**src/rtl/evbrk_defs.svh**
```systemverilog
// Offset-free constants of the event condition break unit: reset values and timing counts
`ifndef EVBRK_DEFS_SVH
`define EVBRK_DEFS_SVH
// Bus clocks that execution is held while channel or combination settings change
`define EVB_UPD_HOLD_CLKS    52
`define EVB_UPD_HOLD_W       6
// Count value that means a single occurrence
`define EVB_CNT_ONCE         1
// Sequencer stage indices
`define EVB_STAGE_CH3        2'h0
`define EVB_STAGE_CH2        2'h1
`define EVB_STAGE_CH1        2'h2
// Access sizes as carried on the observed bus
`define EVB_SIZE_BYTE        2'h0
`define EVB_SIZE_WORD        2'h1
`define EVB_SIZE_LONG        2'h2
`endif

```
**src/rtl/evbrk_pkg.sv**
```systemverilog
// Types of the event condition break unit
package evbrk_pkg;
    typedef enum logic [1:0] {ASRC_DATA = 2'b00, ASRC_PC_PRE = 2'b01, ASRC_PC_POST = 2'b10}
        addr_src_t;
    typedef enum logic [1:0] {ACT_BREAK = 2'b00, ACT_TRC_HALT = 2'b01, ACT_TRC_ACQ = 2'b10}
        action_t;
    typedef enum logic [2:0] {COMB_NONE = 3'b000, COMB_SEQ321 = 3'b001, COMB_SEQ21 = 3'b010,
        COMB_PERF21 = 3'b011, COMB_PERF12 = 3'b100} comb_mode_t;
    typedef struct packed {
        logic        acc_valid;
        logic        acc_write;
        logic [1:0]  acc_size;
        logic [31:0] acc_addr;
        logic [31:0] acc_data;
        logic        pc_pre_valid;
        logic [31:0] pc_pre;
        logic        pc_post_valid;
        logic [31:0] pc_post;
    } bus_obs_t;
    typedef struct packed {
        logic        enable;
        logic        addr_en;
        addr_src_t   addr_src;
        logic [31:0] addr;
        logic        data_en;
        logic [1:0]  data_size;
        logic [31:0] data;
        logic        rw_en;
        logic        rw_write;
        logic        count_en;
        logic [15:0] count;
        action_t     action;
    } chan_cfg_t;
endpackage

```
**src/rtl/event_condition_break_unit.sv**
```systemverilog
// Event condition break unit: four bus comparator channels, sequencer and measurement window
//
// Contract
// - Address channel matches when data access address equals compare address.
// - Address channel may compare program counter, before or after execution.
// - Data channel compares data bus with selectable byte, word or longword size.
// - Bus-state channel can be qualified to fire on read only or write only.
// - Counting channel fires only after conditions met the programmed number of times.
// - Four channels; ch1 full, ch2 no count, ch3 and ch4 address only.
// - Channels 1 and 2 break or control measurement; 4 takes its own action, 3 too except in two- and three-stage modes; neither controls measurement.
// - With occurrence counter in use, a channel may only raise a break.
// - Each channel has an action: break, trace halt or trace acquisition.
// - Three-stage mode breaks only after ch3, then ch2, then ch1 match.
// - Two-stage mode breaks only after ch2 then ch1 match.
// - One measurement mode opens on ch2 match and closes on later ch1 match.
// - Opposite measurement mode opens on ch1 match and closes on ch2 match.
// - Combination none: channels 1 to 3 independent, no sequence, no measurement.
// - Measurement restarts on a new start and accumulates, never cleared between periods.
// - A match coinciding with power-on reset counts as not satisfied.
// - Setting change suspends execution at most 52 clocks; no matches meanwhile.
`timescale 1ns/1ps
`default_nettype none
`include "evbrk_defs.svh"

module event_condition_break_unit
    import evbrk_pkg::*;
#(
    parameter int NUM_CH = 4,
    parameter int PERF_W = 32
)(
    // Clock and reset
    input  wire logic              CORE_CLK,
    input  wire logic              RESET_N,
    // Observed CPU bus activity
    input  wire bus_obs_t          BUS_OBS,
    // Channel and combination setup from the debug port
    input  wire logic              CFG_CH_WE,
    input  wire logic [1:0]        CFG_CH_SEL,
    input  wire chan_cfg_t         CFG_CH,
    input  wire logic              CFG_MODE_WE,
    input  wire comb_mode_t        CFG_MODE,
    // Actions and status
    output logic                   BREAK_REQ,
    output logic                   TRACE_HALT,
    output logic                   TRACE_ACQ,
    output logic                   CPU_SUSPEND,
    output logic                   PERF_WINDOW,
    output logic [PERF_W-1:0]      PERF_CYCLES,
    output logic [NUM_CH-1:0]      CH_EVENT,
    output logic [1:0]             SEQ_STAGE
);

    chan_cfg_t                  cfg_q [NUM_CH];
    comb_mode_t                 mode_q;
    logic [`EVB_UPD_HOLD_W-1:0] hold_q;
    logic                       ready_q;
    logic [15:0]                cnt_q;
    logic [NUM_CH-1:0]          raw;
    logic [NUM_CH-1:0]          ev;
    logic                       cfg_wr;
    logic                       armed;
    logic                       ch1_perf_ok;
    logic                       seq_mode;
    logic                       perf_mode;
    logic                       seq_brk;
    logic                       start_ev;
    logic                       end_ev;
    logic [NUM_CH-1:0]          indep;

    assign cfg_wr = CFG_CH_WE | CFG_MODE_WE;
    // Comparators are blind while settings settle and in the first cycle after reset
    assign armed  = ready_q & ~CPU_SUSPEND;

    // Settings store; the hold keeps the CPU still so no half-written channel can fire
    always_ff @(posedge CORE_CLK or negedge RESET_N)
    begin
        if (!RESET_N)
        begin
            for (int i = 0; i < NUM_CH; i++)
                cfg_q[i] <= '0;
            mode_q <= COMB_NONE;
        end
        else
        begin
            if (CFG_CH_WE)
                cfg_q[CFG_CH_SEL] <= CFG_CH;
            if (CFG_MODE_WE)
                mode_q <= CFG_MODE;
        end
    end

    always_ff @(posedge CORE_CLK or negedge RESET_N)
    begin
        if (!RESET_N)
            hold_q <= '0;
        else if (cfg_wr)
            hold_q <= `EVB_UPD_HOLD_W'(`EVB_UPD_HOLD_CLKS);
        else if (hold_q != '0)
            hold_q <= hold_q - 1'b1;
    end

    always_ff @(posedge CORE_CLK or negedge RESET_N)
    begin
        if (!RESET_N)
        begin
            ready_q     <= 1'b0;
            CPU_SUSPEND <= 1'b0;
        end
        else
        begin
            ready_q     <= 1'b1;
            CPU_SUSPEND <= cfg_wr | (hold_q > `EVB_UPD_HOLD_W'(1));
        end
    end

    // Per-channel comparators; capabilities narrow with the channel index
    for (genvar g = 0; g < NUM_CH; g++)
    begin : g_ch
        localparam bit HAS_BUS = (g < 2);
        logic a_hit;
        logic d_hit;
        logic w_hit;
        logic any;
        always_comb
        begin
            case (cfg_q[g].addr_src)
                ASRC_DATA:    a_hit = BUS_OBS.acc_valid && BUS_OBS.acc_addr == cfg_q[g].addr;
                ASRC_PC_PRE:  a_hit = BUS_OBS.pc_pre_valid && BUS_OBS.pc_pre == cfg_q[g].addr;
                ASRC_PC_POST: a_hit = BUS_OBS.pc_post_valid && BUS_OBS.pc_post == cfg_q[g].addr;
                default:      a_hit = 1'b0;
            endcase
            case (cfg_q[g].data_size)
                `EVB_SIZE_BYTE: d_hit = BUS_OBS.acc_data[7:0] == cfg_q[g].data[7:0];
                `EVB_SIZE_WORD: d_hit = BUS_OBS.acc_data[15:0] == cfg_q[g].data[15:0];
                default:        d_hit = BUS_OBS.acc_data == cfg_q[g].data;
            endcase
            d_hit = d_hit && BUS_OBS.acc_valid && BUS_OBS.acc_size == cfg_q[g].data_size;
            w_hit = BUS_OBS.acc_valid && BUS_OBS.acc_write == cfg_q[g].rw_write;
            any   = cfg_q[g].addr_en | (HAS_BUS & (cfg_q[g].data_en | cfg_q[g].rw_en));
        end
        assign raw[g] = cfg_q[g].enable & any & armed
                      & (~cfg_q[g].addr_en | a_hit)
                      & (~(HAS_BUS & cfg_q[g].data_en) | d_hit)
                      & (~(HAS_BUS & cfg_q[g].rw_en) | w_hit);
    end

    // Occurrence counter exists on channel 1 only; a count of zero acts as one
    logic cnt_on;
    logic cnt_done;
    assign cnt_on   = cfg_q[0].count_en;
    assign cnt_done = (cnt_q + 16'h0001 >= cfg_q[0].count);
    always_comb
    begin
        ev    = raw;
        ev[0] = raw[0] & (~cnt_on | cnt_done);
    end

    always_ff @(posedge CORE_CLK or negedge RESET_N)
    begin
        if (!RESET_N)
            cnt_q <= '0;
        else if (cfg_wr)
            cnt_q <= '0;
        else if (raw[0] && cnt_on)
            cnt_q <= cnt_done ? 16'h0000 : cnt_q + 16'h0001;
    end

    // A counting channel 1 never steers measurement
    assign ch1_perf_ok = ~cnt_on;
    assign seq_mode    = (mode_q == COMB_SEQ321) || (mode_q == COMB_SEQ21);
    assign perf_mode   = (mode_q == COMB_PERF21) || (mode_q == COMB_PERF12);
    assign start_ev    = (mode_q == COMB_PERF21) ? ev[1] : (ev[0] & ch1_perf_ok);
    assign end_ev      = (mode_q == COMB_PERF21) ? (ev[0] & ch1_perf_ok) : ev[1];
    assign seq_brk     = seq_mode && SEQ_STAGE == `EVB_STAGE_CH1 && ev[0];

    // Channels that act on their own action
    always_comb
    begin
        indep = ev;
        if (seq_mode)
            indep[2:0] = 3'h0;
        else if (perf_mode)
            indep[1:0] = {1'b0, ev[0] & ~ch1_perf_ok};
    end

    // Sequencer: one stage per cycle, so a late stage cannot complete before an early one
    always_ff @(posedge CORE_CLK or negedge RESET_N)
    begin
        if (!RESET_N)
            SEQ_STAGE <= `EVB_STAGE_CH3;
        else if (cfg_wr)
            SEQ_STAGE <= (CFG_MODE_WE && CFG_MODE == COMB_SEQ21) ||
                         (!CFG_MODE_WE && mode_q == COMB_SEQ21)
                         ? `EVB_STAGE_CH2 : `EVB_STAGE_CH3;
        else if (!seq_mode)
            SEQ_STAGE <= `EVB_STAGE_CH3;
        else
        begin
            case (SEQ_STAGE)
                `EVB_STAGE_CH3:
                    if (ev[2])
                        SEQ_STAGE <= `EVB_STAGE_CH2;
                `EVB_STAGE_CH2:
                    if (ev[1])
                        SEQ_STAGE <= `EVB_STAGE_CH1;
                `EVB_STAGE_CH1:
                    if (ev[0])
                        SEQ_STAGE <= (mode_q == COMB_SEQ21) ? `EVB_STAGE_CH2
                                                             : `EVB_STAGE_CH3;
                default:
                    SEQ_STAGE <= `EVB_STAGE_CH3;
            endcase
        end
    end

    // Measurement window and its accumulated cycle count
    always_ff @(posedge CORE_CLK or negedge RESET_N)
    begin
        if (!RESET_N)
            PERF_WINDOW <= 1'b0;
        else if (!perf_mode)
            PERF_WINDOW <= 1'b0;
        else if (!PERF_WINDOW && start_ev)
            PERF_WINDOW <= 1'b1;
        else if (PERF_WINDOW && end_ev)
            PERF_WINDOW <= 1'b0;
    end

    // Only reset clears the total, so separate periods add up
    always_ff @(posedge CORE_CLK or negedge RESET_N)
    begin
        if (!RESET_N)
            PERF_CYCLES <= '0;
        else if (PERF_WINDOW)
            PERF_CYCLES <= PERF_CYCLES + 1'b1;
    end

    // Action outputs; independent channels follow their own action, except that a counting channel 1 always breaks
    always_ff @(posedge CORE_CLK or negedge RESET_N)
    begin
        if (!RESET_N)
        begin
            BREAK_REQ  <= 1'b0;
            TRACE_HALT <= 1'b0;
            TRACE_ACQ  <= 1'b0;
            CH_EVENT   <= '0;
        end
        else
        begin
            BREAK_REQ  <= seq_brk;
            TRACE_HALT <= 1'b0;
            TRACE_ACQ  <= 1'b0;
            CH_EVENT   <= ev;
            for (int i = 0; i < NUM_CH; i++)
            begin
                if (indep[i])
                begin
                    // Counting channel 1 is forced to break
                    if (cfg_q[i].action == ACT_BREAK || (i == 0 && cnt_on))
                        BREAK_REQ <= 1'b1;
                    else if (cfg_q[i].action == ACT_TRC_HALT)
                        TRACE_HALT <= 1'b1;
                    else
                        TRACE_ACQ <= 1'b1;
                end
            end
        end
    end
endmodule // event_condition_break_unit
`default_nettype wire

```
**config.mk**
```make
export PLATFORM = sky130hd
export DESIGN_NAME = event_condition_break_unit
export DESIGN_NICKNAME = d
export VERILOG_FILES = /design/src/rtl/evbrk_pkg.sv /design/src/rtl/event_condition_break_unit.sv
export VERILOG_INCLUDE_DIRS = /design/src /design/src/rtl
export SDC_FILE = /design/constraint.sdc
export NUM_CORES = 1
export LEC_CHECK = 0
export ABC_AREA = 1
export BUFFER_PORTS_ARGS = -buffer_cell sky130_fd_sc_hd__buf_2
export CAP_MARGIN = 40
export CORE_MARGIN = 2
export CORE_UTILIZATION = 30
export DETAILED_ROUTE_END_ITERATION = 8
export GPL_ROUTABILITY_DRIVEN = 0
export RECOVER_POWER = 25
export SETUP_SLACK_MARGIN = 0.02
export SYNTH_ARGS = -nofsm -noshare
export SYNTH_HDL_FRONTEND = slang
export SYNTH_SLANG_ARGS = --single-unit
```
**constraint.sdc**
```tcl
create_clock -name CORE_CLK -period 4 [get_ports CORE_CLK]
set_clock_uncertainty 0.15 [all_clocks]
set_input_delay 0.4 -clock CORE_CLK [delete_from_list [all_inputs] [get_ports CORE_CLK]]
set_output_delay 0.4 -clock CORE_CLK [all_outputs]
set_load 0.1 [all_outputs]
```
# After elaboration in Yosys (flattened, before gate mapping)
# Cells that the tools add are included.
dict set report classes {
  n_mux 62
  bitwise_logic 46
  n_eq_ne 47
  add_sub_neg 3
  order_cmp 4
  n_reduce_logical 47
}
# op n
set ops {}
lappend ops {{$eq 32x32->1} 14}
lappend ops {{$bwmux 368} 1}
lappend ops {{$demux 92 s2} 1}
lappend ops {{$mux 92} 1}
lappend ops {{$mux 16} 3}
lappend ops {{$mux 1} 40}
lappend ops {{$add 32x1->32 const B} 1}
lappend ops {{$eq 16x16->1} 2}
lappend ops {{$logic_and 1x1->1} 26}
lappend ops {{$eq 2x1->1 const B} 11}
lappend ops {{$logic_not 2->1} 11}
lappend ops {{$and 1x1->1} 20}
lappend ops {{$add 16x1->16 const B} 1}
lappend ops {{$eq 8x8->1} 2}
lappend ops {{$ge 16x16->1} 1}
lappend ops {{$or 1x1->1} 15}
lappend ops {{$mux 2} 7}
lappend ops {{$mux 6} 2}
lappend ops {{$ne 4x4->1 const B} 3}
lappend ops {{$pmux 1 s3} 4}
lappend ops {{$eq 2x2->1 const B} 5}
lappend ops {{$not 1->1} 10}
lappend ops {{$eq 3x2->1 const B} 3}
lappend ops {{$gt 6x1->1 const B} 1}
lappend ops {{other kinds (16)} 24}
dict set report word_totals {
  input_bits 235
  reg_bits 437
  elab_cells 269
}

# Depth between registers and ports, before layout
dict set report depth {
  ltp_word 21
  depth_mapped 21
}

# Worst setup path after synthesis
# No wires, ideal clock.
dict set report synth_path {
  path_type {register to register}
  from {register cnt_q[0]}
  to {register cnt_q[9]}
  required_ns 3.771
  arrival_ns 2.929
  stages_incl_launch_ff 22
  path_buffers 1
  slack_ns 0.843
  synth_period_minus_slack_ns 3.157
  path_cell_list {dfrtp_1 -> ha_1 -> nand2_1 -> nor2_1 -> nand3_1 -> nor2_1 -> nand2_1 -> nor3_1 -> nand4_1 -> xor2_1 -> inv_1 -> ha_1 -> nand2_1 -> inv_1 -> nand3_1 -> inv_1 -> a21oi_1 -> nand3_1 -> nor3_4 -> buf_4 -> nand2_1 -> o21ai_1}
}
dict set report synth_via {
  elab_chain_len 5
}
# element line
set synth_lines {}
lappend synth_lines {{start, declared} event_condition_break_unit.sv:57} ;# logic [15:0] cnt_q;
lappend synth_lines {{start signal, assigned} event_condition_break_unit.sv:165} ;# cnt_q <= cnt_done ? 16'h0000 : cnt_q + 16'h0001;
lappend synth_lines {{$add 16x1->16 *} {event_condition_break_unit.sv:151, event_condition_break_unit.sv:165}}
lappend synth_lines {{$ge 16x16->1} event_condition_break_unit.sv:151} ;# assign cnt_done = (cnt_q + 16'h0001 >= cfg_q[0].count);
lappend synth_lines {{$mux 16 *} event_condition_break_unit.sv:165}
lappend synth_lines {{$mux 16 *} event_condition_break_unit.sv:164} ;# else if (raw[0] && cnt_on)
lappend synth_lines {{$mux 16 *} event_condition_break_unit.sv:162} ;# else if (cfg_wr)
# Mark *: on every way between the ends. The rest lies on a longest branch, timed or not. The select of a mux whose other input is x is not followed.
# A chain may end at the register's enable or synchronous reset.

# Final worst setup path
dict set report layout_path {
  from {register cnt_q[0]}
  to {register cnt_q[6]}
}
# Same word-level chain as after synthesis.

==> flow_metrics.py <==
metrics = {
    "routing": {
        "drtIter0Drc": 1988,
        "drc": 0,
        "vias": 20196,
        "drtPass1Iterations": 6,
        "drt_wl_total_um": 76070,
        "antenna_left": 0,
        "viasPerCell": 4.749,
        "avgRoutedWirePerCell_um": 17.89,
    },
    "clock_tree": {
        "cts_root_buf": "clkbuf_16",
        "cts_tree": "done",
        "h-tree-depth": 2,
        "cts_buffer_depth": 3,
        "clk_pin_slew_ns": 0.06,
        "insertion_delay_ns": 0.58,
        "numCtsBuffers": 40,
        "cts.sinks": 312,
    },
    "layout": {
        "fillers": 7190,
        "fin_area_um2": 24740,
        "fin_util_pct": 36.84,
        "drive_gt1_share_pct": 11.25,
        "area_growth_pct": 21.82,
        "final_nets": 3598,
    },
    "critical_path": {
        "path_cells": "inv_1 > nor2_1 > nand3_1 > nor2_1 > nand4_1 > nor3_2 > nand2_1 > nor2_1 > xor2_1 > ha_1 > nand2_1 > inv_1 > nand3_1 > inv_1 > a21oi_1 > nand3_1 > nor3_4 > buf_4 > nand2_1 > o21ai_0",
        "critical_path_class": "reg2reg",
        "arrival_ns": 3.80,
        "rr_worst_depth": 20,
        "timing.critical_path.from_type": "flop",
        "critPathBufInv": 4,
        "r2r_start": "cnt_q[0]",
        "cp_max_fo": 15,
        "worst_setup_path_end_kind": "flop",
        "cp-endpoint": "cnt_q[6]",
        "regToRegSetupSlack_ns": 0.53,
        "r2r_end": "cnt_q[6]",
        "cp_slowest_stage_delay_ns": 0.40,
        "crit_family": "simple AND/OR/NAND/NOR gates",
        "cp_slowest_cell": "dfrtp_1",
        "crit_path_start": "cnt_q[0]",
        "crit_cells": 20,
        "crit_required_ns": 4.33,
    },
    "global_route": {
        "antenna_found_initial": 28,
        "grt_max_degree": 87,
        "overflow": 0,
        "grt_pass1_wl_um": 116000,
        "grt_usage_pct": 21.62,
        "grt_pass1_vias": 19414,
    },
    "power_and_ir_drop": {
        "switchingPower_mw": 3.657,
        "p_clk_share_pct": 34.8,
        "swShare_pct": 35.69,
        "comb_power_share_pct": 25.1,
        "leakage_nw": 12.97,
        "powerDensity_nw_per_um2": 414.0,
        "p_seq_share_pct": 40.1,
        "max-vdd-ir-drop_mv": 0.2354,
        "p_int_mw": 6.588,
    },
    "timing": {
        "finalHoldViolCount": 0,
        "relSlewSlack_pct": -58.06,
        "final-setup-viol-count": 0,
        "finalCriticalPeriod_ns": 3.473,
        "rsz0062_at_grt": "no",
        "min_period_over_period_pct": 86.82,
        "tightest_slew_ns": 2.371,
        "tns_ns": 0,
        "fin_hold_ws_ns": 0.02196,
        "final-max-slew-violation-count": 278,
        "clock.fmax_ghz": 0.2880,
    },
    "synthesis": {
        "synthTopCellsByArea": "dfrtp_1 38%, nand2_1 19%, inv_1 7.9%",
        "yosys-top-cells-count": "1048 x nand2_1, 427 x inv_1, 312 x dfrtp_1",
        "synth_top_area_cell": "dfrtp_1",
        "synthFlopType": "dfrtp_1",
        "ys_seq_area_share_pct": 38.44,
        "netlist_instances": 3007,
        "synth_area_um2": 20310,
        "synth_warnings": 0,
        "synth_most_common_cell": "nand2_1",
        "synth-seq-cells": 312,
        "yosysTopAreaCellShare_pct": 38.44,
        "synth-edff-count": 0,
        "synthesis.nets": 3262,
        "synth_cell_types": 52,
        "async_flop_share_pct": 100.0,
        "avgSynthCellArea_um2": 6.755,
    },
    "die": {
        "core_um2": 67160,
        "ios": 278,
        "die_height_um": 264.2,
        "rows": 95,
        "die-area_um2": 69800,
        "start_util_pct": 30.24,
        "die_w_um": 264.2,
    },
    "placed_design": {
        "hpwl_um": 60180,
        "placed_area_um2": 22690,
        "io_buffers": 277,
    },
    "status": {
        "violations": "max-capacitance violations, max-slew violations",
        "status": "complete, but fails checks",
    },
    "worst_hold_path": {
        "hold_path_class": "in2reg",
    },
    "run": {
        "drv_cap": 5,
    },
}
-- worst register-to-register path, stage by stage (launching register included) --
cell and delay [ns]:
dfrtp_1 0.40, inv_1 0.07, nor2_1 0.17, nand3_1 0.14, nor2_1 0.14, nand4_1 0.17, nor3_2 0.21, nand2_1 0.13
nor2_1 0.13, xor2_1 0.20, ha_1 0.27, nand2_1 0.08, inv_1 0.04, nand3_1 0.09, inv_1 0.05, a21oi_1 0.18
nand3_1 0.16, nor3_4 0.19, buf_4 0.23, nand2_1 0.08, o21ai_0 0.08
-- kinds of logic (layout without fill, tap and decap cells) --
group                    count (synthesis)  in the layout  synth area share, %
XOR/XNOR                               236            236                10.18
buffers and inverters                  507            870                9.443
multiplexers                             1              1              0.05544
other                                    1             11              0.01846
adder cells (fa/ha/maj)                 20             20                1.232
AO/OA/AOI/OAI                          343            343                8.778
flip-flops                             312            312                38.44
AND/OR/NAND/NOR                       1587           1587                31.86
-- per-stage QoR --
step / instances / setup slack [ns] / total power [mW]
4_1_cts: 4243 / 0.4269 / 10.30
5_1_grt: 4246 / 0.08437 / 10.84
3_3_place_gp: 4092 / 0.5570 / 6.563
3_5_place_dp: 4094 / 0.4483 / 6.598
6_report: 4253 / 0.5274 / 10.25
2_1_floorplan: 3007 / 0.8428 / 5.645
-- registers in the layout (all words and copies together), names as in the netlist, 2 cells and up --
name,count
SEQ_STAGE,2
hold_q,6
cnt_q,16
cfg_q,240
CH_EVENT,4
g_ch.any,2
mode_q,3
PERF_CYCLES,32
-- what timing repair did --
action,in CTS,in global routing
gates resized for setup,0,2
hold endpoints to repair,223,0
setup buffers,0,0
hold buffers,80,0
endpoints found under the setup margin,0,5
-- power groups by stage --
stage | registers, mW | logic [mW] | clock network [mW]
5_1_grt | 4.18 | 2.88 | 3.79
6_report | 4.11 | 2.57 | 3.57
3_5_place_dp | 4.15 | 2.45 | 0
4_1_cts | 4.10 | 2.53 | 3.68
2_1_floorplan | 4.12 | 1.53 | 0
3_3_place_gp | 4.14 | 2.42 | 0
-- how the worst min path moves through the flow --
stage | end | cells after the start | from | slack [ns]
floorplan | BREAK_REQ | 0 | RESET_N | -0.05
global placement | cfg_q[346] | 1 | RESET_N | 0.31
detailed placement | cfg_q[71] | 1 | RESET_N | 0.32
CTS | cfg_q[242] | 3 | CFG_CH[58] | 0.002
global route | cfg_q[0] | 3 | CFG_CH[0] | 0.03
finish | cfg_q[62] | 3 | CFG_CH[62] | 0.02
-- layout by cell type (no fill, tap or decap), types with 3 or more instances in the layout --
master            n
nand2_1        1048
inv_1           427
dfrtp_1         312
nor2_1          309
buf_2           275
o21ai_0         261
xnor2_1         127
xor2_1          109
nand3_1          82
dlygate4sd3_1    80
nand4_1          78
a21oi_1          50
clkbuf_16        40
nor3_1           28
ha_1             20
o22ai_1          13
diode_2          10
clkbuf_1         10
or2_2             9
clkbuf_8          9
nand3b_1          8
buf_4             7
clkinvlp_4        5
clkinv_2          4
nor3_2            3
inv_2             3
o31ai_1           3
nor3_4            3
nand3_2           3
clkinv_8          3
buf_12            3
-- final cells by class --
| type | count | area, um^2 | area share (%) |
|---|---|---|---|
| Clock buffer | 55 | 1147 | 4.637 |
| Multi-Input combinational cell | 2188 | 10600 | 42.82 |
| Antenna cell | 10 | 25.02 | 0.1011 |
| Clock inverter | 14 | 145.1 | 0.5866 |
| Inverter | 431 | 1620 | 6.548 |
| Sequential cell | 312 | 7807 | 31.55 |
| Timing Repair Buffer | 370 | 2310 | 9.335 |
| Tap cell | 873 | 1092 | 4.414 |
-- metal layers --
layer | up-vias | track usage, % | routed length, um | share of wire [%]
met5 | - | 0 | 195 | 0.26
met4 | 30 | 8.768 | 3363 | 4.4
met3 | 244 | 6.674 | 7449 | 9.8
met2 | 834 | 34.77 | 33970 | 45
met1 | 9102 | 26.94 | 31090 | 41
li1 | 9986 | - | - | -
(Power assumes the default switching activity.)
